$ cat config.mk
export PLATFORM = sky130hd
export DESIGN_NAME = laser_dither_thermal_age_regs
export DESIGN_NICKNAME = d
export VERILOG_FILES = /design/src/pkg/laser_regs_pkg.sv /design/src/rtl/laser_dither_thermal_age_regs.sv
export SDC_FILE = /design/constraint.sdc
export NUM_CORES = 1
export LEC_CHECK = 0
export BUFFER_PORTS_ARGS = -buffer_cell sky130_fd_sc_hd__buf_2
export CAP_MARGIN = 20
export CELL_PAD_IN_SITES_DETAIL_PLACEMENT = 2
export CELL_PAD_IN_SITES_GLOBAL_PLACEMENT = 2
export CORE_MARGIN = 2
export CORE_UTILIZATION = 37
export CTS_CLUSTER_DIAMETER = 60
export DETAILED_ROUTE_END_ITERATION = 12
export PLACE_DENSITY_LB_ADDON = 0.1
export RECOVER_POWER = 100
export SLEW_MARGIN = 20
export SYNTH_ARGS = -nofsm -noshare
export SYNTH_HDL_FRONTEND = slang
export SYNTH_SLANG_ARGS = --single-unit
export TNS_END_PERCENT = 1
$ cat constraint.sdc
create_clock -name i_sys_clk -period 9.3 [get_ports i_sys_clk]
set_input_delay 2.79 -clock i_sys_clk [delete_from_list [all_inputs] [get_ports i_sys_clk]]
set_output_delay 2.79 -clock i_sys_clk [all_outputs]
set_load 0.05 [all_outputs]
$ cat src/pkg/laser_regs_pkg.sv
// Register map, fields, reset values and timing of the laser register bank.
// Assumes a 100 MHz system clock and 8-bit register numbers.
package laser_regs_pkg;
  // ---------------------------------------------------------------
  // Register numbers
  // ---------------------------------------------------------------
  localparam logic [7:0] ADDR_DITHER_CONTROL    = 8'h59;
  localparam logic [7:0] ADDR_DITHER_RATE_KHZ   = 8'h5a;
  localparam logic [7:0] ADDR_FM_DEVIATION      = 8'h5b;
  localparam logic [7:0] ADDR_AM_DEPTH          = 8'h5c;
  localparam logic [7:0] ADDR_LOW_TEMP_LIMIT    = 8'h5d;
  localparam logic [7:0] ADDR_HIGH_TEMP_LIMIT   = 8'h5e;
  localparam logic [7:0] ADDR_FATAL_AGING_TH    = 8'h5f;
  localparam logic [7:0] ADDR_WARNING_AGING_TH  = 8'h60;
  localparam logic [7:0] ADDR_LASER_WEAROUT     = 8'h61;
  localparam logic [7:0] ADDR_FATAL_STATUS      = 8'h20;
  localparam logic [7:0] ADDR_WARNING_STATUS    = 8'h21;
  localparam logic [7:0] ADDR_ACCESS_STATUS     = 8'h70;
  // ---------------------------------------------------------------
  // Fields
  // ---------------------------------------------------------------
  localparam int unsigned BIT_MODULATION_ON     = 1;
  localparam int unsigned WF_LSB                = 4;
  localparam int unsigned WF_MSB                = 5;
  localparam logic [1:0]  WF_SINE               = 2'h0;
  localparam logic [1:0]  WF_TRIANGLE           = 2'h1;
  localparam int unsigned BIT_THERMAL_WARN      = 0;
  localparam int unsigned BIT_WARN_AGING        = 1;
  localparam int unsigned BIT_FATAL_AGING       = 1;
  // ---------------------------------------------------------------
  // Error codes in the access status field
  // ---------------------------------------------------------------
  localparam logic [3:0] ERR_OK                 = 4'h0;
  localparam logic [3:0] ERR_RANGE_VALUE        = 4'h1;
  localparam logic [3:0] ERR_EXEC_FAILED        = 4'h2;
  localparam logic [3:0] ERR_BAD_REGISTER       = 4'h3;
  // ---------------------------------------------------------------
  // Reset values and limits
  // ---------------------------------------------------------------
  localparam logic [15:0] RST_LOW_TEMP          = 16'hfe0c;
  localparam logic [15:0] RST_HIGH_TEMP         = 16'h1b58;
  localparam logic [15:0] RST_FATAL_TH          = 16'h0064;
  localparam logic [15:0] RST_WARNING_TH        = 16'h0050;
  localparam logic [15:0] RST_DITHER_CONTROL    = 16'h0000;
  localparam logic [15:0] RST_DITHER_RATE       = 16'h0064;
  localparam logic [15:0] RST_ZERO              = 16'h0000;
  localparam logic [15:0] AGE_MAX               = 16'h0064;
  localparam logic [15:0] RATE_MIN_KHZ          = 16'h000a;
  localparam logic [15:0] RATE_MAX_KHZ          = 16'h00c8;
  localparam logic [15:0] RATE_STEP_KHZ         = 16'h0005;
  localparam logic [15:0] FM_MAX                = 16'h0064;
  localparam logic [15:0] AM_MAX                = 16'h0064;
  // ---------------------------------------------------------------
  // Timing
  // ---------------------------------------------------------------
  localparam int unsigned CLK_HZ                = 100_000_000;
  localparam int unsigned PERSIST_S             = 5;
  localparam longint unsigned PERSIST_CYCLES    = longint'(PERSIST_S) * longint'(CLK_HZ);
endpackage : laser_regs_pkg

$ cat src/rtl/laser_dither_thermal_age_regs.sv
// Dither, temperature warning and laser age register bank.
// Assumes a host command engine on the same clock driving the plain
// register port, and temperature and age words sampled from outside logic.
`timescale 1ns/100ps
// Summary of operation
// - Dither rate is unsigned kHz, shape separate
// - FM deviation unsigned, units of 0.1 GHz
// - AM depth unsigned, ten times percent
// - Control bit 1 turns dither on
// - Control bits 5:4 select sine or triangle
// - Rate between steps snaps to nearest step
// - Thermal warning after 5 s out of limits
// - Temperature limits signed, hundredths of degree
// - Temperature limit writes apply at once
// - Out-of-range age threshold write gives range error
// - Age above fatal threshold sets fatal flag
// - Age above warning threshold sets warning flag
// - Age thresholds hold percent 0 to 100
// - Laser age register is read only percent
// - Age threshold write applies; value echoed only by readback
// - Failed read returns error and zero data
// - Dither setting writes refused while dither on
module laser_dither_thermal_age_regs #(
  parameter longint unsigned PERSIST_CNT = laser_regs_pkg::PERSIST_CYCLES
) (
  input  wire logic        i_sys_clk,
  input  wire logic        i_rst_b,
  input  wire logic [7:0]  i_addr,
  input  wire logic [15:0] i_wdata,
  input  wire logic        i_wr,
  input  wire logic        i_rd,
  input  wire logic [15:0] i_base_temp,
  input  wire logic [15:0] i_wearout,
  output logic      [15:0] o_rdata,
  output logic             o_exec_error,
  output logic      [3:0]  o_error_code,
  output logic             o_modulation_on,
  output logic      [1:0]  o_waveform_select,
  output logic      [15:0] o_rate_applied_khz,
  output logic      [15:0] o_fm_deviation,
  output logic      [15:0] o_am_depth,
  output logic             o_thermal_warning_flag,
  output logic             o_fatal_aging_flag,
  output logic             o_warning_aging_flag
);
  import laser_regs_pkg::*;

  // ---------------------------------------------------------------
  // Input synchronisers
  // ---------------------------------------------------------------
  logic [15:0] temp_s1_q;
  logic [15:0] temp_s2_q;
  logic [15:0] age_s1_q;
  logic [15:0] age_s2_q;

  // Multi-bit words assumed slow moving; a stray mixed sample lasts one cycle
  always_ff @(posedge i_sys_clk) begin
    if (!i_rst_b) begin
      temp_s1_q <= RST_ZERO;
      temp_s2_q <= RST_ZERO;
      age_s1_q  <= RST_ZERO;
      age_s2_q  <= RST_ZERO;
    end else begin
      temp_s1_q <= i_base_temp;
      temp_s2_q <= temp_s1_q;
      age_s1_q  <= i_wearout;
      age_s2_q  <= age_s1_q;
    end
  end

  // ---------------------------------------------------------------
  // Registers
  // ---------------------------------------------------------------
  logic [15:0] dither_control_q;
  logic [15:0] dither_rate_khz_q;
  logic [15:0] fm_deviation_setting_q;
  logic [15:0] am_depth_setting_q;
  logic [15:0] low_temp_warning_limit_q;
  logic [15:0] high_temp_warning_limit_q;
  logic [15:0] fatal_aging_threshold_q;
  logic [15:0] warning_aging_threshold_q;
  logic        dither_on;
  logic        wr_dither_ctl;
  logic        wr_rate;
  logic        wr_fm;
  logic        wr_am;
  logic        wr_low;
  logic        wr_high;
  logic        wr_fatal;
  logic        wr_warn;
  logic        age_range_bad;
  logic        dither_val_bad;
  logic        wr_known;

  assign dither_on      = dither_control_q[BIT_MODULATION_ON];
  assign age_range_bad  = (i_wdata > AGE_MAX);
  assign dither_val_bad = ((i_addr == ADDR_DITHER_RATE_KHZ)
                           && ((i_wdata < RATE_MIN_KHZ) || (i_wdata > RATE_MAX_KHZ)))
                        || ((i_addr == ADDR_FM_DEVIATION) && (i_wdata > FM_MAX))
                        || ((i_addr == ADDR_AM_DEPTH) && (i_wdata > AM_MAX));
  assign wr_dither_ctl  = i_wr && (i_addr == ADDR_DITHER_CONTROL)
                        && (i_wdata[WF_MSB:WF_LSB] <= WF_TRIANGLE);
  assign wr_rate  = i_wr && (i_addr == ADDR_DITHER_RATE_KHZ) && !dither_on && !dither_val_bad;
  assign wr_fm    = i_wr && (i_addr == ADDR_FM_DEVIATION) && !dither_on && !dither_val_bad;
  assign wr_am    = i_wr && (i_addr == ADDR_AM_DEPTH) && !dither_on && !dither_val_bad;
  assign wr_low   = i_wr && (i_addr == ADDR_LOW_TEMP_LIMIT);
  assign wr_high  = i_wr && (i_addr == ADDR_HIGH_TEMP_LIMIT);
  assign wr_fatal = i_wr && (i_addr == ADDR_FATAL_AGING_TH) && !age_range_bad;
  assign wr_warn  = i_wr && (i_addr == ADDR_WARNING_AGING_TH) && !age_range_bad;
  assign wr_known = (i_addr >= ADDR_DITHER_CONTROL) && (i_addr <= ADDR_WARNING_AGING_TH);

  always_ff @(posedge i_sys_clk) begin
    if (!i_rst_b) begin
      dither_control_q <= RST_DITHER_CONTROL;
    end else if (wr_dither_ctl) begin
      dither_control_q <= i_wdata;
    end
  end

  always_ff @(posedge i_sys_clk) begin
    if (!i_rst_b) begin
      dither_rate_khz_q      <= RST_DITHER_RATE;
      fm_deviation_setting_q <= RST_ZERO;
      am_depth_setting_q     <= RST_ZERO;
    end else begin
      if (wr_rate) begin
        dither_rate_khz_q <= i_wdata;
      end
      if (wr_fm) begin
        fm_deviation_setting_q <= i_wdata;
      end
      if (wr_am) begin
        am_depth_setting_q <= i_wdata;
      end
    end
  end

  always_ff @(posedge i_sys_clk) begin
    if (!i_rst_b) begin
      low_temp_warning_limit_q  <= RST_LOW_TEMP;
      high_temp_warning_limit_q <= RST_HIGH_TEMP;
    end else begin
      if (wr_low) begin
        low_temp_warning_limit_q <= i_wdata;
      end
      if (wr_high) begin
        high_temp_warning_limit_q <= i_wdata;
      end
    end
  end

  always_ff @(posedge i_sys_clk) begin
    if (!i_rst_b) begin
      fatal_aging_threshold_q   <= RST_FATAL_TH;
      warning_aging_threshold_q <= RST_WARNING_TH;
    end else begin
      if (wr_fatal) begin
        fatal_aging_threshold_q <= i_wdata;
      end
      if (wr_warn) begin
        warning_aging_threshold_q <= i_wdata;
      end
    end
  end

  // ---------------------------------------------------------------
  // Applied dither settings
  // ---------------------------------------------------------------
  logic [15:0] rate_rem;
  logic [15:0] rate_down;
  logic [15:0] rate_near;

  // Supported rates are whole steps; round half up to the nearest one
  assign rate_rem  = dither_rate_khz_q % RATE_STEP_KHZ;
  assign rate_down = dither_rate_khz_q - rate_rem;
  assign rate_near = ((rate_rem << 1) >= RATE_STEP_KHZ)
                   ? 16'(rate_down + RATE_STEP_KHZ) : rate_down;

  always_ff @(posedge i_sys_clk) begin
    if (!i_rst_b) begin
      o_modulation_on    <= 1'b0;
      o_waveform_select  <= WF_SINE;
      o_rate_applied_khz <= RST_DITHER_RATE;
      o_fm_deviation     <= RST_ZERO;
      o_am_depth         <= RST_ZERO;
    end else begin
      o_modulation_on    <= dither_on;
      o_waveform_select  <= dither_control_q[WF_MSB:WF_LSB];
      o_rate_applied_khz <= rate_near;
      o_fm_deviation     <= fm_deviation_setting_q;
      o_am_depth         <= am_depth_setting_q;
    end
  end

  // ---------------------------------------------------------------
  // Thermal persistence
  // ---------------------------------------------------------------
  logic [39:0] persist_q;
  logic        out_of_limits;

  assign out_of_limits = ($signed(temp_s2_q) > $signed(high_temp_warning_limit_q))
                       || ($signed(temp_s2_q) < $signed(low_temp_warning_limit_q));

  always_ff @(posedge i_sys_clk) begin
    if (!i_rst_b) begin
      persist_q <= 40'h0;
    end else if (!out_of_limits) begin
      persist_q <= 40'h0;
    end else if (persist_q < 40'(PERSIST_CNT)) begin
      persist_q <= persist_q + 40'h1;
    end
  end

  // Flag is a live condition; it drops as soon as the count restarts
  always_ff @(posedge i_sys_clk) begin
    if (!i_rst_b) begin
      o_thermal_warning_flag <= 1'b0;
    end else begin
      o_thermal_warning_flag <= out_of_limits && (persist_q >= 40'(PERSIST_CNT));
    end
  end

  // ---------------------------------------------------------------
  // Aging comparison
  // ---------------------------------------------------------------
  always_ff @(posedge i_sys_clk) begin
    if (!i_rst_b) begin
      o_fatal_aging_flag   <= 1'b0;
      o_warning_aging_flag <= 1'b0;
    end else begin
      o_fatal_aging_flag   <= (age_s2_q > fatal_aging_threshold_q);
      o_warning_aging_flag <= (age_s2_q > warning_aging_threshold_q);
    end
  end

  // ---------------------------------------------------------------
  // Read path and access status
  // ---------------------------------------------------------------
  logic [15:0] rd_d;
  logic        rd_hit;

  always_comb begin
    rd_d   = RST_ZERO;
    rd_hit = 1'b1;
    unique case (i_addr)
      ADDR_DITHER_CONTROL:   rd_d = dither_control_q;
      ADDR_DITHER_RATE_KHZ:  rd_d = dither_rate_khz_q;
      ADDR_FM_DEVIATION:     rd_d = fm_deviation_setting_q;
      ADDR_AM_DEPTH:         rd_d = am_depth_setting_q;
      ADDR_LOW_TEMP_LIMIT:   rd_d = low_temp_warning_limit_q;
      ADDR_HIGH_TEMP_LIMIT:  rd_d = high_temp_warning_limit_q;
      ADDR_FATAL_AGING_TH:   rd_d = fatal_aging_threshold_q;
      ADDR_WARNING_AGING_TH: rd_d = warning_aging_threshold_q;
      ADDR_LASER_WEAROUT:    rd_d = age_s2_q;
      ADDR_FATAL_STATUS:     rd_d = 16'({o_fatal_aging_flag, 1'b0});
      ADDR_WARNING_STATUS:   rd_d = 16'({o_warning_aging_flag, o_thermal_warning_flag});
      ADDR_ACCESS_STATUS:    rd_d = 16'({o_exec_error, o_error_code});
      default:               rd_hit = 1'b0;
    endcase
  end

  always_ff @(posedge i_sys_clk) begin
    if (!i_rst_b) begin
      o_rdata <= RST_ZERO;
    end else if (i_rd && rd_hit) begin
      o_rdata <= rd_d;
    end else begin
      o_rdata <= RST_ZERO;
    end
  end

  // Status describes the last access; write data echo is via readback
  always_ff @(posedge i_sys_clk) begin
    if (!i_rst_b) begin
      o_exec_error <= 1'b0;
      o_error_code <= ERR_OK;
    end else if (i_rd) begin
      o_exec_error <= !rd_hit;
      o_error_code <= rd_hit ? ERR_OK : ERR_BAD_REGISTER;
    end else if (i_wr) begin
      if (!wr_known) begin
        o_exec_error <= 1'b1;
        o_error_code <= ERR_BAD_REGISTER;
      end else if (((i_addr == ADDR_FATAL_AGING_TH) || (i_addr == ADDR_WARNING_AGING_TH))
                   && age_range_bad) begin
        o_exec_error <= 1'b1;
        o_error_code <= ERR_RANGE_VALUE;
      end else if ((i_addr >= ADDR_DITHER_RATE_KHZ) && (i_addr <= ADDR_AM_DEPTH)
                   && (dither_on || dither_val_bad)) begin
        o_exec_error <= 1'b1;
        o_error_code <= ERR_EXEC_FAILED;
      end else if ((i_addr == ADDR_DITHER_CONTROL) && !wr_dither_ctl) begin
        o_exec_error <= 1'b1;
        o_error_code <= ERR_EXEC_FAILED;
      end else begin
        o_exec_error <= 1'b0;
        o_error_code <= ERR_OK;
      end
    end
  end
endmodule : laser_dither_thermal_age_regs

== After elaboration in Yosys (flattened, before gate mapping) ==
Index checks and enable logic that the tools add are counted.

* Flip-flop bits (word level): 307
* Input bits: 60
* Output and inout bits: 75
* Logic and storage cells: 113

* $add $sub $neg: 3
* Div/mod/pow operators: 1
* Magnitude comparators: 15
* Equal/unequal tests: 12
* Muxes and demuxes: 16
* Reductions and logical operators: 42

{| class="wikitable"
|+ Operators with widths
! operator !! number
|-
| $pmux 16 s12 || 1
|-
| $eq 8x7->1 const B || 10
|-
| $gt 16x16->1 || 3
|-
| $add 40x1->40 const B || 1
|-
| $ge 40x29->1 const B || 1
|-
| $lt 40x29->1 const B || 1
|-
| $logic_and 1x1->1 || 27
|-
| $add 16x3->16 const B || 1
|-
| $eq 8x6->1 const B || 2
|-
| $ge 16x3->1 const B || 1
|-
| $ge 8x7->1 const B || 2
|-
| $gt 16x7->1 const B || 1
|-
| $gt 16x8->1 const B || 1
|-
| $le 8x7->1 const B || 2
|-
| $lt 16x16->1 || 1
|-
| $lt 16x4->1 const B || 1
|-
| $mod 16x3->16 const B || 1
|-
| $mux 16 || 1
|-
| $sub 16x16->16 || 1
|-
| $reduce_or 12->1 || 1
|-
| $mux 2 || 5
|-
| $mux 4 || 2
|-
| $mux 1 || 7
|-
| $logic_or 1x1->1 || 6
|-
| 4 further kinds || 9
|}

== Longest topological paths before layout ==
* Depth after elaboration: 12
* Gate-level depth with buffers: 43
* Gate-level depth less buffers: 39

== Worst setup path after synthesis ==
Ideal clock, no wire load.

* Path kind: register to register
* From: register dither_rate_khz_q[11]
* To: register o_rate_applied_khz[15]
* Library setup time: 0.115 ns
* Arrival: 8.452 ns
* Required time: 9.185 ns
* Setup slack: 0.733 ns
* Cell stages (with the launch flop): 43
* Buffers on the path: 4
* Clock period less this slack: 8.567 ns
* Cell sequence: dfxtp_1 > buf_6 > buf_4 > a211o_1 > o31ai_4 > o211a_1 > buf_6 > mux2i_1 > nand3_2 > xor2_1 > o311ai_4 > nand2_1 > mux2i_1 > o21ai_0 > a32oi_1 > ha_1 > inv_1 > a2111oi_0 > (+7 left out) > or3_1 > nand3_2 > nand3_2 > mux2_2 > inv_1 > fa_1 > inv_1 > a21o_1 > nor2_1 > a31oi_1 > o221ai_2 > a211oi_1 > a311oi_4 > nor4_4 > and3_4 > o2111ai_2 > xnor3_1 > and2_1

* Word-level cells in the longest chain between the ends: 4
* Elaborated cells on any way between the ends: 5
* Classes of those cells: add/sub (2); div (1); order compare (1); mux (1)

{| class="wikitable"
|+ Ends and longest elaborated chain
! element !! RTL line !! text
|-
| start, declared || laser_dither_thermal_age_regs.sv:75 || <nowiki>logic [15:0] dither_rate_khz_q;</nowiki>
|-
| start signal, assigned || laser_dither_thermal_age_regs.sv:127 || <nowiki>dither_rate_khz_q <= i_wdata;</nowiki>
|-
| $mod 16x3->16 || laser_dither_thermal_age_regs.sv:174 || <nowiki>assign rate_rem = dither_rate_khz_q % RATE_STEP_KHZ;</nowiki>
|-
| $sub 16x16->16 || laser_dither_thermal_age_regs.sv:175 || <nowiki>assign rate_down = dither_rate_khz_q - rate_rem;</nowiki>
|-
| $add 16x3->16 || laser_dither_thermal_age_regs.sv:177 || <nowiki>? 16'(rate_down + RATE_STEP_KHZ) : rate_down;</nowiki>
|-
| $mux 16 * || laser_dither_thermal_age_regs.sv:177 ||
|-
| end signal, assigned || laser_dither_thermal_age_regs.sv:189 || <nowiki>o_rate_applied_khz <= rate_near;</nowiki>
|-
| end, declared || laser_dither_thermal_age_regs.sv:39 || <nowiki>output logic [15:0] o_rate_applied_khz,</nowiki>
|}

Mark *: on every way between the ends. The rest lies on a longest branch, timed or not.
A chain may end at the register's enable or synchronous reset.

== Final worst setup path ==
* From: register dither_rate_khz_q[13]
* To: register o_rate_applied_khz[15]

The elaborated chain is that of the path after synthesis.

==> metrics.yaml <==
cts:
  cts_sinks: 305
  path_clk_slew_ns: 0.06
  cts_made_buffers: 39
  cts_max_level: 2
  clock-root-buffer: "clkbuf_16"
  worstSkewPairLatency_ns: 0.57
  ctsHoldBuffers: 0
  tritoncts: "done"
  clockBufferDepth: 3
route:
  wl_per_cell_um: 22.72
  remaining_drc_errors: 0
  routed_wl_um: 59280
  drt_iter0_drc: 824
  first_pass_iters: 7
  via_per_inst: 5.565
  ant_nets: 0
  vias: 14520
sta:
  max_slew_margin: -1.983
  timing.hold.ws_ns: 0.4304
  setup-violations-final: 0
  setup_tns_ns: 0
  worst_slew_pin_slew_ns: 4.474
  timing.final.crit_period_ns: 8.921
  clock.fmax_mhz: 112.1
  finalCritPeriodShare: 0.9593
  slew_viol_final: 181
  hold_violations: 0
  fin_skew_ns: 0.009451
critical_path:
  path_class: "flop to flop"
  crit_family: "compound AO/OA/AOI/OAI gates"
  cp.required_ns: 9.76
  cp.arrival_ns: 9.38
  cpMostUsedCell: "inv_1"
  cp_num_buf_inv: 5
  crit_slowest_cell: "fa_1"
  rr_startpoint: "dither_rate_khz_q[13]$_SDFFE_PN0P_"
  cp_slowest_stage_delay_ns: 0.44
  crit_start: "dither_rate_khz_q[13]$_SDFFE_PN0P_"
  cp_max_fo: 10
  start_kind: "flop"
  crit_path_end_kind: "flop"
synth:
  ys_types: 111
  synthCells: 1861
  synth_top_cell_by_area: "dfxtp_1"
  synth-edff-count: 0
  avgSynthCellArea_um2: 8.697
  yosysWarnings: 0
  netlist_top_cells_area: "dfxtp_1, ha_1, and2_1, nand2_1, mux2i_1"
  ys_ff_latch: 305
  synthArstFlopShare: 0
  synth_area_um2: 16180
  synth_flop_cell: "dfxtp_1"
  ys_seq_area_frac: 0.3773
  synth.top_cell.area_share: 0.3773
floorplanning:
  ios: 135
  row_count: 76
  coreArea_um2: 43170
  die_area_um2: 45430
  start_util: 0.3749
  die_w_um: 213.1
  die_h_um: 213.1
run:
  maxCapViolCount: 2
layout:
  mostFrequentLayoutCells: "dfxtp_1, nand2_1, nor2_1"
  stdcell_area_um2: 19030
  drive_gt1_frac: 0.1384
  largest_register_ffs: 40
  regMostFlops: "persist_q"
  nNetsFinal: 2136
  final_common_cell: "dfxtp_1"
  area_growth_syn_to_layout_pct: 17.61
outcome:
  status: "complete, but fails checks"
  failed_checks: "capacitance limit, slew limit"
power_and_ir_drop:
  p_per_area_nw_per_um2: 156.9
  p_sw_uw: 746.5
  intPower_mw: 2.239
  pwr-share-clk: 0.501
  seq_power_share: 0.447
  p_leak_nw: 7.577
  swShare: 0.2500
  combPwrFrac: 0.052
  peakVddDrop_v: 0.0001641
place:
  hpwlAfterDp_um: 42320
  gp_congestion: 0.8909
  place_area_um2: 17450
  numPortBuffers: 132
grt:
  grt_max_degree: 129
  grt_pass1_wl_um: 90960
  grt_usage: 0.2598
  grt_pass1_vias: 15650
  antenna_found_initial: 2
  grt-ovfl-total: 0
hold_path:
  hp-start: "temp_s1_q[11]$_SDFF_PN0_"
  hold_class: "flop to flop"
power groups by stage:
stage          clock, mW  combinational, mW  sequential [mW]
4_1_cts             1.54              0.156             1.34
3_5_place_dp           0              0.154             1.37
5_1_grt             1.59              0.171             1.34
3_3_place_gp           0              0.147             1.37
2_1_floorplan          0             0.0865             1.37
6_report            1.49              0.156             1.34
cells in the mapped netlist, drive strengths merged, types with 11 or more instances:
cell      n
a22oi    18
o21a     11
nand4    15
a21boi   32
clkbuf   92
a31oi    15
o211ai   31
xor2     24
and3     60
buf      21
nor3     36
nor2b    51
nand2b   24
a211oi   16
inv      95
dfxtp   305
nand3    47
xnor2    45
nand2   174
ha       82
mux2i    60
a21oi    87
nor2    102
and2    136
a222oi   14
o22ai    21
o21ai    76
path summary, 6_finish.rpt:
check,end,slack (ns),cells past startpoint
max reg2reg,o_rate_applied_khz[15]$_SDFF_PN0_,0.38,41
min,temp_s2_q[11]$_SDFF_PN0_,0.43,1
max,o_rate_applied_khz[15]$_SDFF_PN0_,0.38,41
min reg2reg,temp_s2_q[11]$_SDFF_PN0_,0.43,1
metal layers:
layer,up-vias,global-route usage,wire length [um]
met5,-,0,12
met4,2,0.09483,1932
met3,111,0.03706,2063
met2,284,0.4671,30250
met1,7281,0.3138,25020
li1,6840,-,-
worst reg2reg max path: cells and delay by family (launching register included):
family	cells	cell delay [ns]
AO/OA/AOI/OAI	14	3.09
XOR/XNOR	4	0.95
adder cells (fa/ha/maj)	3	0.93
buffers and inverters	5	0.55
flip-flops	1	0.39
multiplexers	2	0.50
AND/OR/NAND/NOR	13	2.41
per-stage QoR:
step	setup WS, ns	std cells	utilization	power [mW]
after global placement	0.3671	2513	0.4042	1.513
after CTS	0.02455	2584	0.4337	3.029
after detailed placement	-0.06504	2513	0.4042	1.520
after floorplan	0.7330	1862	-	1.456
final	0.3785	2609	0.4409	2.986
after global routing	-0.3315	2608	0.4408	3.098
logic make-up after synthesis:
family | synth area share
and+or+nand+nor | 0.2329
muxes | 0.03920
xor gates and xnor gates | 0.03920
AOI/OAI and AO/OA | 0.1934
other | 0.0002317
DFF | 0.3773
buffers and inverters | 0.05311
adders and majority gates | 0.06463
cell type report:
cell class              count  area [um^2]
inverters                  97        364.1
repair buffers            203         1110
diodes                      1        2.502
multi-input cells        1347         9427
well taps                 585        732.0
clock inverters            21        196.4
fillers                  4821        24140
clock buffers              50         1077
flip-flops and latches    305         6126
what timing repair did:
item                                    CTS  global route
endpoints found under the setup margin    1             8
gates cloned                              0             0
pin swaps                                 0            18
buffers inserted                          0            24
resized for setup                         2            49
Note: power is estimated with default switching activity, not from simulation.
